==> config.mk <==
export PLATFORM = sky130hd
export DESIGN_NAME = i2c_master_bus_sequencer
export DESIGN_NICKNAME = d
export VERILOG_FILES = /design/src/i2c_seq_pkg.sv /design/src/i2c_master_bus_sequencer.sv
export SDC_FILE = /design/constraint.sdc
export NUM_CORES = 1
export LEC_CHECK = 0
export ABC_AREA = 1
export BUFFER_PORTS_ARGS = -buffer_cell sky130_fd_sc_hd__buf_2
export CORE_MARGIN = 3
export CORE_UTILIZATION = 57
export DETAILED_ROUTE_END_ITERATION = 16
export PLACE_DENSITY = 0.76
export SLEW_MARGIN = 5
export SYNTH_ARGS = -nofsm -noshare
export SYNTH_HDL_FRONTEND = slang
export SYNTH_SLANG_ARGS = --single-unit
export TNS_END_PERCENT = 50
==> constraint.sdc <==
create_clock -name clk_i -period 2.1 [get_ports clk_i]
set_clock_uncertainty 0.2 [all_clocks]
set_input_delay 0.105 -clock clk_i [delete_from_list [all_inputs] [get_ports clk_i]]
set_output_delay 0.105 -clock clk_i [all_outputs]
set_load 0.02 [all_outputs]
==> src/i2c_seq_pkg.sv <==
/*
  Shared constants for the two-wire bus master sequencer: register offsets,
  bit positions, reset values, bit counts and the sequencer state codes.
  Assumes a 32-bit classic Wishbone register port with byte addresses.
*/
package i2c_seq_pkg;

  // Register byte offsets.
  localparam logic [3:0] OFF_CTRL = 4'h0;  // bus_control_two
  localparam logic [3:0] OFF_STAT = 4'h4;  // serial_status_reg
  localparam logic [3:0] OFF_BAUD = 4'h8;  // baud_reload_reg
  localparam logic [3:0] OFF_DATA = 4'hC;  // data_buffer

  // Control register bit positions.
  localparam int CTL_START   = 0;
  localparam int CTL_RSTART  = 1;
  localparam int CTL_RECV    = 3;
  localparam int CTL_ACK_STATUS = 6;
  localparam int CTL_EN      = 7;

  // Status register bit positions.
  localparam int STA_BF   = 0;
  localparam int STA_SDET = 1;
  localparam int STA_IRQ  = 2;
  localparam int STA_WRITE_COLLISION = 3;
  localparam int STA_BCOL = 4;
  localparam int STA_BUSY = 5;

  // Reset values.
  localparam logic [7:0] BAUD_RST = 8'h09;
  localparam logic       EN_RST   = 1'b1;

  // Bit indices within a byte transfer.
  localparam logic [3:0] BIT_LAST_DATA = 4'h7;
  localparam logic [3:0] BIT_ACK       = 4'h8;

  // Sequencer states, one-hot.
  typedef enum logic [10:0] {
    S_IDLE     = 11'h001,
    S_ST_WAIT  = 11'h002,
    S_ST_HOLD  = 11'h004,
    S_RS_LOW   = 11'h008,
    S_RS_REL   = 11'h010,
    S_RS_SCLW  = 11'h020,
    S_RS_HIGH  = 11'h040,
    S_RS_SDALO = 11'h080,
    S_BIT_LOW  = 11'h100,
    S_BIT_SCLW = 11'h200,
    S_BIT_HIGH = 11'h400
  } seq_state_e;

endpackage

==> src/i2c_master_bus_sequencer.sv <==
/*
  Two-wire bus master sequencer: Start and Repeated Start generation with
  collision checks, byte transmit with acknowledge capture, byte receive,
  and a Wishbone classic register slave.
  Assumes open-drain pads outside: each line is released when its enable is
  low and pulled low when high; the pad inputs are asynchronous to clk_i.
*/
// Added by the designer: the register addresses and the Wishbone interface to the registers.
// Notes on behaviour
// - Start request with both lines high loads baud counter from reload low byte.
// - On count expiry with lines high, pull data low and flag start detected.
// - Count one more period, then clear start request and stop counter.
// - Line low at Start begin or clock low early flags collision, aborts.
// - Repeated start in idle pulls clock low, then releases data one period.
// - Data high: release clock, wait high, data low one period, clock low, done.
// - Start detected flag immediately; interrupt only after the baud timeout.
// - Repeated start request while another event runs is ignored.
// - Repeated start collides on data low at clock rise or early clock low.
// - Buffer write sets buffer full and starts transmitting the byte.
// - Each bit: data after clock falls, clock low one period, high one period.
// - After the eighth clock falls, clear buffer full and release data.
// - Ninth-bit acknowledge: low clears ack status, high sets it.
// - After ninth clock set interrupt, stop counter, clock low, data unchanged.
// - Buffer write during a transfer sets write collision, buffer unchanged.
// - Receive toggles clock each rollover and shifts data line in.
// - After eighth received clock: clear enable, copy byte, set full and irq.
// - Reading the received byte clears buffer full.
// - Released clock holds the counter until sampled high, then reloads.
// - Reset or disable returns to idle and ends any transfer.
`timescale 1ns/100ps
module i2c_master_bus_sequencer (
  // Clock and reset.
  input  wire logic        clk_i,
  input  wire logic        rst_i,
  // Wishbone classic slave.
  input  wire logic        cyc_i,
  input  wire logic        stb_i,
  input  wire logic        we_i,
  input  wire logic [3:0]  adr_i,
  input  wire logic [3:0]  sel_i,
  input  wire logic [31:0] dat_i,
  output logic      [31:0] dat_o,
  output logic             ack_o,
  // Clock line pad.
  input  wire logic        scl_i,
  output logic             scl_o,
  output logic             scl_oe_o,
  // Data line pad.
  input  wire logic        sda_i,
  output logic             sda_o,
  output logic             sda_oe_o
);
  import i2c_seq_pkg::*;

  seq_state_e  state_q;
  logic [2:0]  scl_sync_q;
  logic [2:0]  sda_sync_q;
  logic        scl_f_q;
  logic        sda_f_q;
  logic        sda_prev_q;
  logic [7:0]  cnt_q;
  logic [7:0]  baud_q;
  logic        enable_q;
  logic        start_req_q;
  logic        rstart_req_q;
  logic        recv_q;
  logic        scl_oe_q;
  logic        sda_oe_q;
  logic [3:0]  bits_q;
  logic [7:0]  shift_q;
  logic [7:0]  data_buf_q;
  logic        rx_mode_q;
  logic        ack_stat_q;
  logic        bf_q;
  logic        sdet_q;
  logic        irq_q;
  logic        write_collision_q;
  logic        bcol_q;
  logic        ev_irq_q;
  logic        ev_bcol_q;
  logic        ev_bf_set_q;
  logic        ev_bf_clr_q;
  logic        ack_q;
  logic [31:0] dat_q;
  logic        req;
  logic        wr_ctrl;
  logic        wr_stat;
  logic        wr_baud;
  logic        wr_data;
  logic        rd_data;
  logic        idle_ok;
  logic        tx_go;
  logic        tick;
  logic        coll;

  // Bus request is taken in the cycle before ack, and ack lasts one cycle.
  assign req     = cyc_i & stb_i & ~ack_q;
  assign wr_ctrl = req & we_i & sel_i[0] & (adr_i == OFF_CTRL);
  assign wr_stat = req & we_i & sel_i[0] & (adr_i == OFF_STAT);
  assign wr_baud = req & we_i & sel_i[0] & (adr_i == OFF_BAUD);
  assign wr_data = req & we_i & sel_i[0] & (adr_i == OFF_DATA);
  assign rd_data = req & ~we_i & (adr_i == OFF_DATA);

  // No queuing: a new command is only accepted with nothing pending.
  assign idle_ok = (state_q == S_IDLE) & ~start_req_q & ~rstart_req_q & ~recv_q;
  assign tx_go   = wr_data & idle_ok;
  assign tick    = (cnt_q == 8'h00);

  // Collision checks while a Start or Repeated Start is under way.
  assign coll = ((state_q == S_ST_WAIT) & (~scl_f_q | (tick & ~sda_f_q)))
              | ((state_q == S_RS_REL) & tick & ~sda_f_q)
              | ((state_q == S_RS_SCLW) & scl_f_q & ~sda_f_q)
              | ((state_q == S_RS_HIGH) & ~scl_f_q);

  // Pads are open-drain: output level is always low, only the enable moves.
  assign scl_o    = 1'b0;
  assign sda_o    = 1'b0;
  assign scl_oe_o = scl_oe_q;
  assign sda_oe_o = sda_oe_q;
  assign ack_o    = ack_q;
  assign dat_o    = dat_q;

  // Three-stage sampling; a level is believed once stages two and three agree.
  always_ff @(posedge clk_i) begin
    if (rst_i) begin
      scl_sync_q <= 3'h7;
      sda_sync_q <= 3'h7;
      scl_f_q    <= 1'b1;
      sda_f_q    <= 1'b1;
      sda_prev_q <= 1'b1;
    end else begin
      scl_sync_q <= {scl_sync_q[1:0], scl_i};
      sda_sync_q <= {sda_sync_q[1:0], sda_i};
      if (scl_sync_q[1] == scl_sync_q[2]) begin
        scl_f_q <= scl_sync_q[2];
      end
      if (sda_sync_q[1] == sda_sync_q[2]) begin
        sda_f_q <= sda_sync_q[2];
      end
      sda_prev_q <= sda_f_q;
    end
  end

  // Software settings that do not belong to the sequencer itself.
  always_ff @(posedge clk_i) begin
    if (rst_i) begin
      baud_q   <= BAUD_RST;
      enable_q <= EN_RST;
    end else begin
      if (wr_baud) begin
        baud_q <= dat_i[7:0];
      end
      if (wr_ctrl) begin
        enable_q <= dat_i[CTL_EN];
      end
    end
  end

  // Sequencer: owns the requests, the baud counter, the line drives and the
  // shift register, so that a finished command never reappears for a cycle.
  always_ff @(posedge clk_i) begin
    ev_irq_q    <= 1'b0;
    ev_bcol_q   <= 1'b0;
    ev_bf_set_q <= 1'b0;
    ev_bf_clr_q <= 1'b0;
    if (rst_i || !enable_q) begin
      state_q      <= S_IDLE;
      start_req_q  <= 1'b0;
      rstart_req_q <= 1'b0;
      recv_q       <= 1'b0;
      scl_oe_q     <= 1'b0;
      sda_oe_q     <= 1'b0;
      cnt_q        <= 8'h00;
      bits_q       <= 4'h0;
      shift_q      <= 8'h00;
      data_buf_q   <= 8'h00;
      rx_mode_q    <= 1'b0;
      ack_stat_q   <= 1'b0;
    end else begin
      if (cnt_q != 8'h00) begin
        cnt_q <= cnt_q - 8'h01;
      end
      if (coll) begin
        state_q      <= S_IDLE;
        start_req_q  <= 1'b0;
        rstart_req_q <= 1'b0;
        scl_oe_q     <= 1'b0;
        sda_oe_q     <= 1'b0;
        ev_bcol_q    <= 1'b1;
      end else begin
        unique case (state_q)
          S_IDLE: begin
            // Requests written while busy were never stored, hence ignored.
            if (wr_ctrl && idle_ok) begin
              start_req_q  <= dat_i[CTL_START];
              rstart_req_q <= dat_i[CTL_RSTART];
              recv_q       <= dat_i[CTL_RECV];
            end else if (start_req_q) begin
              if (scl_f_q && sda_f_q) begin
                cnt_q   <= baud_q;
                state_q <= S_ST_WAIT;
              end else begin
                start_req_q <= 1'b0;
                ev_bcol_q   <= 1'b1;
              end
            end else if (rstart_req_q) begin
              scl_oe_q <= 1'b1;
              state_q  <= S_RS_LOW;
            end else if (recv_q) begin
              rx_mode_q <= 1'b1;
              sda_oe_q  <= 1'b0;
              scl_oe_q  <= 1'b1;
              bits_q    <= 4'h0;
              cnt_q     <= baud_q;
              state_q   <= S_BIT_LOW;
            end else if (tx_go) begin
              rx_mode_q   <= 1'b0;
              shift_q     <= dat_i[7:0];
              data_buf_q  <= dat_i[7:0];
              ev_bf_set_q <= 1'b1;
              scl_oe_q    <= 1'b1;
              bits_q      <= 4'h0;
              cnt_q       <= baud_q;
              state_q     <= S_BIT_LOW;
            end
          end
          S_ST_WAIT: begin
            if (tick) begin
              sda_oe_q <= 1'b1;
              cnt_q    <= baud_q;
              state_q  <= S_ST_HOLD;
            end
          end
          S_ST_HOLD: begin
            if (tick) begin
              start_req_q <= 1'b0;
              ev_irq_q    <= 1'b1;
              state_q     <= S_IDLE;
            end
          end
          S_RS_LOW: begin
            if (!scl_f_q) begin
              sda_oe_q <= 1'b0;
              cnt_q    <= baud_q;
              state_q  <= S_RS_REL;
            end
          end
          S_RS_REL: begin
            if (tick) begin
              scl_oe_q <= 1'b0;
              state_q  <= S_RS_SCLW;
            end
          end
          S_RS_SCLW: begin
            if (scl_f_q) begin
              cnt_q   <= baud_q;
              state_q <= S_RS_HIGH;
            end
          end
          S_RS_HIGH: begin
            if (tick) begin
              sda_oe_q <= 1'b1;
              cnt_q    <= baud_q;
              state_q  <= S_RS_SDALO;
            end
          end
          S_RS_SDALO: begin
            if (tick) begin
              scl_oe_q     <= 1'b1;
              rstart_req_q <= 1'b0;
              ev_irq_q     <= 1'b1;
              state_q      <= S_IDLE;
            end
          end
          S_BIT_LOW: begin
            // Data moves one cycle after the clock is pulled low, never at that edge.
            // Limitation: with a zero reload the data change meets the clock release.
            if (cnt_q == baud_q && !rx_mode_q) begin
              sda_oe_q <= (bits_q != BIT_ACK) & ~shift_q[7];
            end
            if (tick) begin
              scl_oe_q <= 1'b0;
              state_q  <= S_BIT_SCLW;
            end
          end
          S_BIT_SCLW: begin
            // A slave may stretch the low time; the high period starts here.
            if (scl_f_q) begin
              cnt_q   <= baud_q;
              state_q <= S_BIT_HIGH;
              if (rx_mode_q) begin
                shift_q <= {shift_q[6:0], sda_f_q};
              end else if (bits_q == BIT_ACK) begin
                ack_stat_q <= sda_f_q;
              end
            end
          end
          S_BIT_HIGH: begin
            if (tick) begin
              scl_oe_q <= 1'b1;
              bits_q   <= bits_q + 4'h1;
              if (rx_mode_q && bits_q == BIT_LAST_DATA) begin
                recv_q      <= 1'b0;
                data_buf_q  <= shift_q;
                ev_bf_set_q <= 1'b1;
                ev_irq_q    <= 1'b1;
                state_q     <= S_IDLE;
              end else if (!rx_mode_q && bits_q == BIT_LAST_DATA) begin
                ev_bf_clr_q <= 1'b1;
                cnt_q       <= baud_q;
                state_q     <= S_BIT_LOW;
              end else if (!rx_mode_q && bits_q == BIT_ACK) begin
                ev_irq_q <= 1'b1;
                state_q  <= S_IDLE;
              end else begin
                if (!rx_mode_q) begin
                  shift_q <= {shift_q[6:0], 1'b0};
                end
                cnt_q   <= baud_q;
                state_q <= S_BIT_LOW;
              end
            end
          end
        endcase
      end
    end
  end

  // Sticky status flags; write one to clear all but buffer full, and a set in the same cycle wins.
  always_ff @(posedge clk_i) begin
    if (rst_i) begin
      bf_q   <= 1'b0;
      sdet_q <= 1'b0;
      irq_q  <= 1'b0;
      write_collision_q <= 1'b0;
      bcol_q <= 1'b0;
    end else begin
      if (ev_bf_set_q) begin
        bf_q <= 1'b1;
      end else if (ev_bf_clr_q || (rd_data && rx_mode_q)) begin
        bf_q <= 1'b0;
      end
      if (sda_prev_q && !sda_f_q && scl_f_q) begin
        sdet_q <= 1'b1;
      end else if (wr_stat && dat_i[STA_SDET]) begin
        sdet_q <= 1'b0;
      end
      if (ev_irq_q) begin
        irq_q <= 1'b1;
      end else if (wr_stat && dat_i[STA_IRQ]) begin
        irq_q <= 1'b0;
      end
      if (wr_data && !idle_ok) begin
        write_collision_q <= 1'b1;
      end else if (wr_stat && dat_i[STA_WRITE_COLLISION]) begin
        write_collision_q <= 1'b0;
      end
      if (ev_bcol_q) begin
        bcol_q <= 1'b1;
      end else if (wr_stat && dat_i[STA_BCOL]) begin
        bcol_q <= 1'b0;
      end
    end
  end

  // Registered read data and single-cycle ack; unmapped offsets read zero.
  always_ff @(posedge clk_i) begin
    if (rst_i) begin
      ack_q <= 1'b0;
      dat_q <= 32'h0000_0000;
    end else begin
      ack_q <= req;
      if (req) begin
        dat_q <= 32'h0000_0000;
        unique case (adr_i)
          OFF_CTRL: begin
            dat_q[CTL_START]   <= start_req_q;
            dat_q[CTL_RSTART]  <= rstart_req_q;
            dat_q[CTL_RECV]    <= recv_q;
            dat_q[CTL_ACK_STATUS] <= ack_stat_q;
            dat_q[CTL_EN]      <= enable_q;
          end
          OFF_STAT: begin
            dat_q[STA_BF]   <= bf_q;
            dat_q[STA_SDET] <= sdet_q;
            dat_q[STA_IRQ]  <= irq_q;
            dat_q[STA_WRITE_COLLISION] <= write_collision_q;
            dat_q[STA_BCOL] <= bcol_q;
            dat_q[STA_BUSY] <= (state_q != S_IDLE);
          end
          OFF_BAUD: begin
            dat_q[7:0] <= baud_q;
          end
          OFF_DATA: begin
            dat_q[7:0] <= data_buf_q;
          end
          default: begin end
        endcase
      end
    end
  end

endmodule // i2c_master_bus_sequencer

==> Word-level counts from Yosys, hierarchy flattened <==
Cells that the tools add are included.
{ "word_totals": {"word_cells": 297, "regBits": 82, "output_inout_bits": 37, "inputBits": 47} }
{ "op_classes": {"reduce_logical": 53, "n_mux": 120, "n_bitwise": 39, "add_sub_neg": 2, "eq_ne": 53} }
{ "ops": {"columns": ["op", "count"], "rows": [
  ["8-bit 2-to-1 mux", 29],
  ["11-bit 2-to-1 mux", 15],
  ["11-bit case mux with 10 select lines", 1],
  ["1-bit 2-to-1 mux", 50],
  ["2-bit inequality test (second input constant)", 23],
  ["8-bit case mux with 5 select lines", 1],
  ["9-bit 2-to-1 mux", 3],
  ["4-bit 2-to-1 mux", 6],
  ["8-bit case mux with 3 select lines", 1],
  ["1-bit bitwise AND", 22],
  ["2-bit nonzero test", 9],
  ["8-bit case mux with 2 select lines", 1],
  ["1-bit logical AND", 14],
  ["14-bit AND reduction", 1],
  ["1-bit NOT", 13],
  ["4-bit == test (second input constant)", 3],
  ["2-bit case mux with 3 select lines", 2],
  ["12-bit AND reduction", 1],
  ["6-bit AND reduction", 2],
  ["2-bit OR reduction", 6],
  ["11-bit by 1-bit == test with 1-bit output (second input constant)", 1],
  ["11-bit by 10-bit == test with 1-bit output (second input constant)", 1],
  ["11-bit == test (second input constant)", 1],
  ["11-bit by 2-bit == test with 1-bit output (second input constant)", 1],
  ["other kinds (38)", 60]
]} }

==> Logic depth before layout (Yosys ltp) <==
Gate-level depths: netlist (run 1).
{ "depth": {"word_depth": 13, "ltp_mapped": 14, "ltp_nobuf": 14} }

==> Worst setup path before layout (run 1) <==
OpenSTA, ideal clock, no wires.
{ "synth_timing": {"path_kind": "register to register", "from": "register cnt_q[0]", "to": "register shift_q[1]", "required_time_ns": 1.787, "setup_time_ns": 0.113, "path_buffers": 1, "slack_ns": 0.183, "period_less_slack_ns": 1.917, "arrival_time_ns": 1.604, "stages_incl_launch_ff": 13, "path_cell_list": "dfxtp_1 inv_1 ha_1 nand3_1 nor2_1 nor2_1 inv_1 nand2_1 nor2_1 nand3_2 buf_6 nor2_1 nor2_1"} }
{ "synth_via": {"elab_chain_len": 9, "word_cells_on_any_way": 12, "classes_between": "eq/ne (1); bitwise (9); reduce/logical (2)"} }
{ "synth_lines": {"columns": ["item", "line", "source"], "rows": [
  ["start: declaration", "i2c_master_bus_sequencer.sv:61", "logic [7:0] cnt_q;"],
  ["start signal: assignment", "i2c_master_bus_sequencer.sv:181", "cnt_q <= cnt_q - 8'h01;"],
  ["start signal: assignment", "i2c_master_bus_sequencer.sv:200", "cnt_q <= baud_q;"],
  ["start signal: assignment", "i2c_master_bus_sequencer.sv:214", "cnt_q <= baud_q;"],
  ["8-bit logical NOT (*)", "i2c_master_bus_sequencer.sv:107", "assign tick = (cnt_q == 8'h00);"],
  ["1-bit bitwise AND", "i2c_master_bus_sequencer.sv:110", "assign coll = ((state_q == S_ST_WAIT) & (~scl_f_q | (tick & ~sda_f_q)))"],
  ["1-bit bitwise OR", "i2c_master_bus_sequencer.sv:110", null],
  ["1-bit bitwise AND", "i2c_master_bus_sequencer.sv:110", null],
  ["1-bit bitwise OR", "i2c_master_bus_sequencer.sv:111", "| ((state_q == S_RS_REL) & tick & ~sda_f_q)"],
  ["1-bit bitwise OR", "i2c_master_bus_sequencer.sv:112", "| ((state_q == S_RS_SCLW) & scl_f_q & ~sda_f_q)"],
  ["1-bit bitwise OR", "i2c_master_bus_sequencer.sv:113", "| ((state_q == S_RS_HIGH) & ~scl_f_q);"],
  ["1-bit NOT (no line)", null, null],
  ["14-bit AND reduction (no line) (*)", null, null],
  ["end signal: assignment", "i2c_master_bus_sequencer.sv:218", "shift_q <= dat_i[7:0];"],
  ["end signal: assignment", "i2c_master_bus_sequencer.sv:292", "shift_q <= {shift_q[6:0], sda_f_q};"],
  ["end signal: assignment", "i2c_master_bus_sequencer.sv:317", "shift_q <= {shift_q[6:0], 1'b0};"],
  ["end: declaration", "i2c_master_bus_sequencer.sv:70", "logic [7:0] shift_q;"]
]} }
Every way passes the cells marked *; elsewhere a longest branch is shown, timed or not.
A chain may end at the register's enable or synchronous reset.

==> Worst setup path in the final report (run 1) <==
{ "layout_timing": {"from": "register state_q[5]", "to": "register state_q[8]"} }
{ "layout_via": {"elab_chain_len": 7, "word_cells_on_any_way": 41, "classes_between": "eq/ne (23); mux (1); bitwise (13); reduce/logical (4)"} }
{ "layout_lines": {"columns": ["item", "line", "source"], "rows": [
  ["start: declaration", "i2c_master_bus_sequencer.sv:55", "seq_state_e state_q;"],
  ["start signal: assignment", "i2c_master_bus_sequencer.sv:167", "state_q <= S_IDLE;"],
  ["start signal: assignment", "i2c_master_bus_sequencer.sv:184", "state_q <= S_IDLE;"],
  ["start signal: assignment", "i2c_master_bus_sequencer.sv:201", "state_q <= S_ST_WAIT;"],
  ["11-bit by 1-bit == test with 1-bit output / 11-bit by 5-bit == test with 1-bit output (equally long branches)", "i2c_master_bus_sequencer.sv:105, i2c_master_bus_sequencer.sv:191, i2c_master_bus_sequencer.sv:111", null],
  ["1-bit bitwise AND (on tied branches) (2 in series)", "i2c_master_bus_sequencer.sv:105, i2c_master_bus_sequencer.sv:111", null],
  ["1-bit bitwise AND / 1-bit bitwise OR (equally long branches)", "i2c_master_bus_sequencer.sv:105, i2c_master_bus_sequencer.sv:111", null],
  ["1-bit bitwise AND (tied with other cells)", "i2c_master_bus_sequencer.sv:106", "assign tx_go = wr_data & idle_ok;"],
  ["5-bit inequality test (no line) (tied with other cells)", null, null],
  ["12-bit AND reduction (no line) / 2-bit OR reduction (equally long branches)", null, null]
]} }
Parallel ways exist; a longest one is shown, timed or not.

==> run metrics, run 1 <==
status finished, violations left; failing checks setup timing; Cell Chain, Critical Path nor2_4 > nand2_4 > buf_12 > nor2_8 > buf_4 > nand2_4 > nand2_2 > nor2_4 > nand2_2 > nand2_2 > nand3_4 > buf_12 > buf_6 > nand2_1 > nand2_1 > nor2_1; diodes inserted 0; Post-Route WL approximately 20 mm; Worst setup EP type register; DP Area approximately 6000 µm²; final net count ~1100; die height approximately 100 µm; Final Max Slew Viols 0; final worst slack -0.120 ns; Initial Utilization 59.0%; Remaining DRCs 0; grt total ovfl 0; Reg clk slew, reported paths roughly 0.10 ns; CTS tree done; Max Clk Rate about 0.45 GHz; Compound-Gate Fraction of Synth Area ~16%; post-synth top area share about a third; final core occ between 80% and 90%; Rows 34; Die W between 100 and 150 µm; EDFF count, synth 0; drt wl/cell around 18 µm; Setup Crit Path Kind register to register; Yosys warnings 0; Core ar. roughly 8800 µm²; syn avg cell area between 6 and 7 µm²; Synth Cell Area 5190 µm²; synthesized-area fraction occupied by and/or/nand/nor cells ~37%; fraction of the mapped netlist area in adder cells 0.723%; sequential fraction of the synthesis area between 30% and 40%; crit share post-route 106%; share of cells above drive strength 1 between 30% and 40%; DR vias 6672; clock root buffer clkbuf_8; post-synth top area cell dfxtp_1; P per Cell Area between 1000 and 1500 nW/µm²; vias in the first global route 5684; Area Overhead vs Synth 41.3%; most frequent CP cell nand2_2; Synth async-reset ratio 0%; fin crit period between 2 and 2.5 ns; DP HPWL about 13 mm; H-tree depth 3; worst-path fanout max 5; Post-Synth XOR/XNOR Area less than 1%; CTS Sinks 82; count leader, synth nand2_1; post-synthesis register bit count 82; Synth cell types 43; CTS buffer count 9; Final Wtd Congestion ~1.0; worst min path class input pin to register; largest net degree at the start of global routing 25; antenna violations before repair 0; post-route ant nets 0; Largest stage delay, worst path 0.36 ns; worst vdd ir around 0.73 mV; number of I/O port buffers 30; main combinational cell family by area after synthesis simple AND/OR/NAND/NOR gates; unrepaired setup endpoints after global routing true; first-pass GRT wire length around 27 mm; Vias/cell around 6.0; clk_lat worst skew approximately 0.37 ns; Die ar. just over 10000 µm²; Initial DRC Count slightly below 900; clock buffer depth 2; synth top area cells dfxtp_1, nand2_1, nor2_1; pre-CTS WS -0.183 ns; endpoints failing setup just over 40; WP data arrival between 2 and 2.5 ns; post-route cell area 7340 µm²; Hold Vio Cnt, Final 0; cell count after synthesis around 840; cell leakage power 0.00347 µW; gr usage total 33.7%; Worst Path Required approximately 2.2 ns; I/O pin count between 80 and 90; mux contribution to synthesized area 0%; Maximum Capacitance Violations 0; Worst path slowest cell dfxtp_2; 1st-pass router iterations 8; top_reg_cell synth dfxtp_1; startpoint types register; most frequent cells after synthesis nand2_1, nor2_1, inv_1
worst max-delay path, delay by kind of cell, from the launching register on:
kind	cells	cell delay [ns]
and+or+nand+nor	12	1.00
buffers and inverters	4	0.52
DFF	1	0.36
what timing repair did:
item                                   4_1_cts  5_1_grt
resized for setup                           14      191
setup endpoints to repair                   39       48
hold buffers                                11        0
pin swaps                                    4       73
endpoints found under the hold margin       39        0
cloned                                       1        5
setup buffers                                0       29
final timing paths:
kind            startpoint             to  slack, ns  cells past startpoint
max             state_q[5]     state_q[8]      -0.12                     16
min                  cyc_i          ack_o       0.05                      4
max reg2reg     state_q[5]     state_q[8]      -0.12                     16
min reg2reg  sda_sync_q[0]  sda_sync_q[1]       0.22                      1
state kept, by name (all words and copies together) (netlist names), 3 cells and up:
signal	count
sda_sync_q	3
dat_o	8
baud_q	8
bits_q	4
data_buf_q	8
cnt_q	8
state_q	11
scl_sync_q	3
shift_q	8
power by group:
part,internal [µW],switching [µW]
clock network,445,672
registers,1800,190
logic,2390,3210
per-stage QoR:
step	power [µW]	cells	TNS, ns	hold slack, ns
after global routing	9180	1116	-5.07	0.0743
after floorplan	4420	860	0	0.00881
after CTS	7060	1083	-0.0178	0.0372
after detailed placement	5860	1055	-1.95	0.0924
after global placement	5740	1055	-0.413	0.0904
final	8720	1116	-2.27	0.0539
layout make-up:
type | count | area (µm²)
clock buffers | 10 | 128
clock inverters | 6 | 51.3
fillers | 548 | 1470
inverters | 105 | 407
multi-input cells | 631 | 3530
flip-flops and latches | 82 | 1670
well taps | 108 | 135
repair buffers | 174 | 1420
per-layer routing:
metal / track usage [%] / vias to the layer above / wire [µm]
met2: 54.0 / 501 / 9050
met5: 0 / - / 0
li1: - / 2983 / -
met3: 5.85 / 186 / 2310
met4: 15.4 / 0 / 1520
met1: 44.2 / 3002 / 7210
cell families after synthesis:
| logic type | Yosys count |
|---|---|
| and+or+nand+nor | 442 |
| buffers and inverters | 152 |
| AOI/OAI and AO/OA | 150 |
| DFF | 82 |
| xor gates and xnor gates | 5 |
| adders and majority gates | 3 |
| other | 1 |
cells in the final DEF (no fill, tap or decap), types with 7 or more instances in the layout:
| cell | n |
|---|---|
| dfxtp_2 | 8 |
| inv_2 | 13 |
| clkbuf_8 | 9 |
| buf_6 | 17 |
| nor2_1 | 81 |
| nor2_2 | 13 |
| nand2_1 | 190 |
| a21oi_2 | 7 |
| o21ai_1 | 14 |
| o211ai_1 | 9 |
| nand3_1 | 49 |
| or2_2 | 7 |
| nor2_4 | 24 |
| nand4_1 | 9 |
| dfxtp_1 | 70 |
| nand2_2 | 29 |
| o21ai_0 | 36 |
| conb_1 | 26 |
| nor3_1 | 9 |
| nand2_4 | 15 |
| inv_1 | 89 |
| a21oi_1 | 52 |
| buf_2 | 30 |
| buf_4 | 108 |
| dlygate4sd3_1 | 11 |
Power figures use the tool's default switching activity.
==> inputs of run 2 (changes only) <==
Settings changed: CORE_UTILIZATION 57 to 52, PLACE_DENSITY 0.76 to 0.73.
Clock period 2.1 ns to 1.8 ns, I/O delays scaled along.
==> run metrics, run 2 (same netlist as run 1, synthesis figures left out) <==
Fillers 615; post-route ant nets 0; number of placed instances, taps included 1112; area of the multi-input gates 3730 µm²; Rows 35; drt wl/cell about 17 µm; share of cells above drive strength 1 roughly 40%; worst min path class input pin to register; Worst setup EP type register; H-tree depth 3; Largest stage delay, worst path between 0.3 and 0.4 ns; Hold WS between 0.003 and 0.004 ns; Hold Vio Cnt, Final 0; min-delay src adr_i[3]; P per Cell Area about 1300 nW/µm²; post-route insts no fill ~1200; first-pass GRT wire length between 30 and 40 mm; Reg clk slew, reported paths 0.10 ns; Max Clk Rate ~0.46 GHz; clk_lat worst skew about 0.37 ns; final net count 1087; Remaining DRCs 0; diodes inserted 0; worst-path fanout max 6; grt total ovfl 0; clock root buffer clkbuf_8; Storage cell area roughly 1700 µm²; startpoint types register; WP data arrival 2.25 ns; I/O pin count 84; vias in the first global route roughly 6000; pre-CTS WS -0.367 ns; Worst Path Required around 1.9 ns; CTS tree done; gr usage total 33.9%; status finished, violations left; CTS Sinks 82; Worst path slowest cell dfxtp_4; worst hold stages 5; DR vias around 6500; cell leakage power 0.00375 µW; failing checks setup timing; largest net degree at the start of global routing 22; FF-to-FF End state_q[5]; fin crit period around 2.2 ns; most frequent CP cell nand2_2; reg2reg start state_q[6]; commonest non-fill, non-tap cell in the layout nand2_1; Setup Crit Path Kind register to register; Post-Route WL 20.1 mm; Vias/cell approximately 5.5; final worst slack -0.353 ns; Maximum Capacitance Violations 0; number of I/O port buffers 30; clock buffer depth 2; 1st-pass router iterations 5; Area Overhead vs Synth 50.7%; Die ar. 11200 µm²; Initial Utilization ~55%; endpoints failing setup 50; crit share post-route 120%; Core ar. 9460 µm²; worst vdd ir 1.00 mV; max reg flops 11; R2R cell count 14; die height 106 µm; Worst Hold End baud_q[1]; antenna violations before repair 0; setup_tns -11.57 ns; Cell Chain, Critical Path inv_1 > buf_4 > nand2_2 > nor2_1 > nand2_1 > nand2_2 > nor2_2 > nand2_2 > nand2_2 > nand3_4 > buf_6 > nor2_4 > nand2_1 > a21oi_1; Final Wtd Congestion about 0.93; CP Buf/Inv Count 3; crit-path leading delay family simple AND/OR/NAND/NOR gates; Die W 106 µm; setup slack, reg-to-reg -0.35 ns; largest reg by FF count state_q; CTS buffer count 9; Final Max Slew Viols 0; Initial DRC Count between 600 and 700; unrepaired setup endpoints after global routing true; most frequent cells in the layout nand2_1, buf_4, inv_1; DP HPWL ~14 mm
run 2: cell count changes in the layout (fill, tap and decap cells not counted), moves of 4 or more:
cell,delta
nand2_1,-15
nand2_4,+9
nand3_2,+8
o21ai_1,-4
buf_4,+35
nor2_1,-5
nand3_1,-7
run 2: area by class of cell:
type,count,share of cell area (%)
clock buffers,10,1.63
clock inverters,6,0.655
inverters,105,5.20
multi-input cells,630,47.7
flip-flops and latches,82,21.4
well taps,129,2.06
repair buffers,209,21.4
run 2: where the power goes:
part           switching, µW  total (µW)  internal (µW)
logic                   3800        6490           2700
registers                205        2310           2110
clock network            755        1270            516
run 2: worst max path at each step:
stage,from,endpoint,depth (start not counted)
final,state_q[6],state_q[5],14
after global placement,bits_q[0],state_q[0],12
after CTS,state_q[5],scl_oe_o,14
after global routing,state_q[6],state_q[5],14
after floorplan,ack_o,state_q[3],10
after detailed placement,bits_q[0],state_q[0],12
run 2: worst reg2reg max path: cells and delay by family, from the launching register on:
kind | cells | cell delay [ns]
buffers and inverters | 3 | 0.37
AO/OA/AOI/OAI | 1 | 0.13
flip-flops | 1 | 0.38
AND/OR/NAND/NOR | 10 | 1.00
run 2: per-stage QoR:
stage / instance area, µm² / utilization, % / power (µW)
2_1_floorplan: 5380 / - / 5330
3_3_place_gp: 6460 / 68.3 / 6900
3_5_place_dp: 6460 / 68.3 / 7000
4_1_cts: 7350 / 77.7 / 9060
5_1_grt: 7830 / 82.7 / 10700
6_report: 7830 / 82.7 / 10100
run 2: metal layers:
| layer | wire length [µm] | GRT usage, % |
|---|---|---|
| met4 | 948 | 13.9 |
| met1 | 7690 | 43.4 |
| met3 | 1850 | 6.38 |
| met5 | 0 | 0 |
| met2 | 9590 | 56.2 |
run 2: what timing repair did:
item / 4_1_cts / 5_1_grt
resized for setup: 115 / 121
endpoints found under the setup margin: 50 / 57
hold buffers: 11 / 0
buffers inserted: 21 / 10
pin swaps: 41 / 59
gates cloned: 4 / 0
endpoints found under the hold margin: 41 / 0
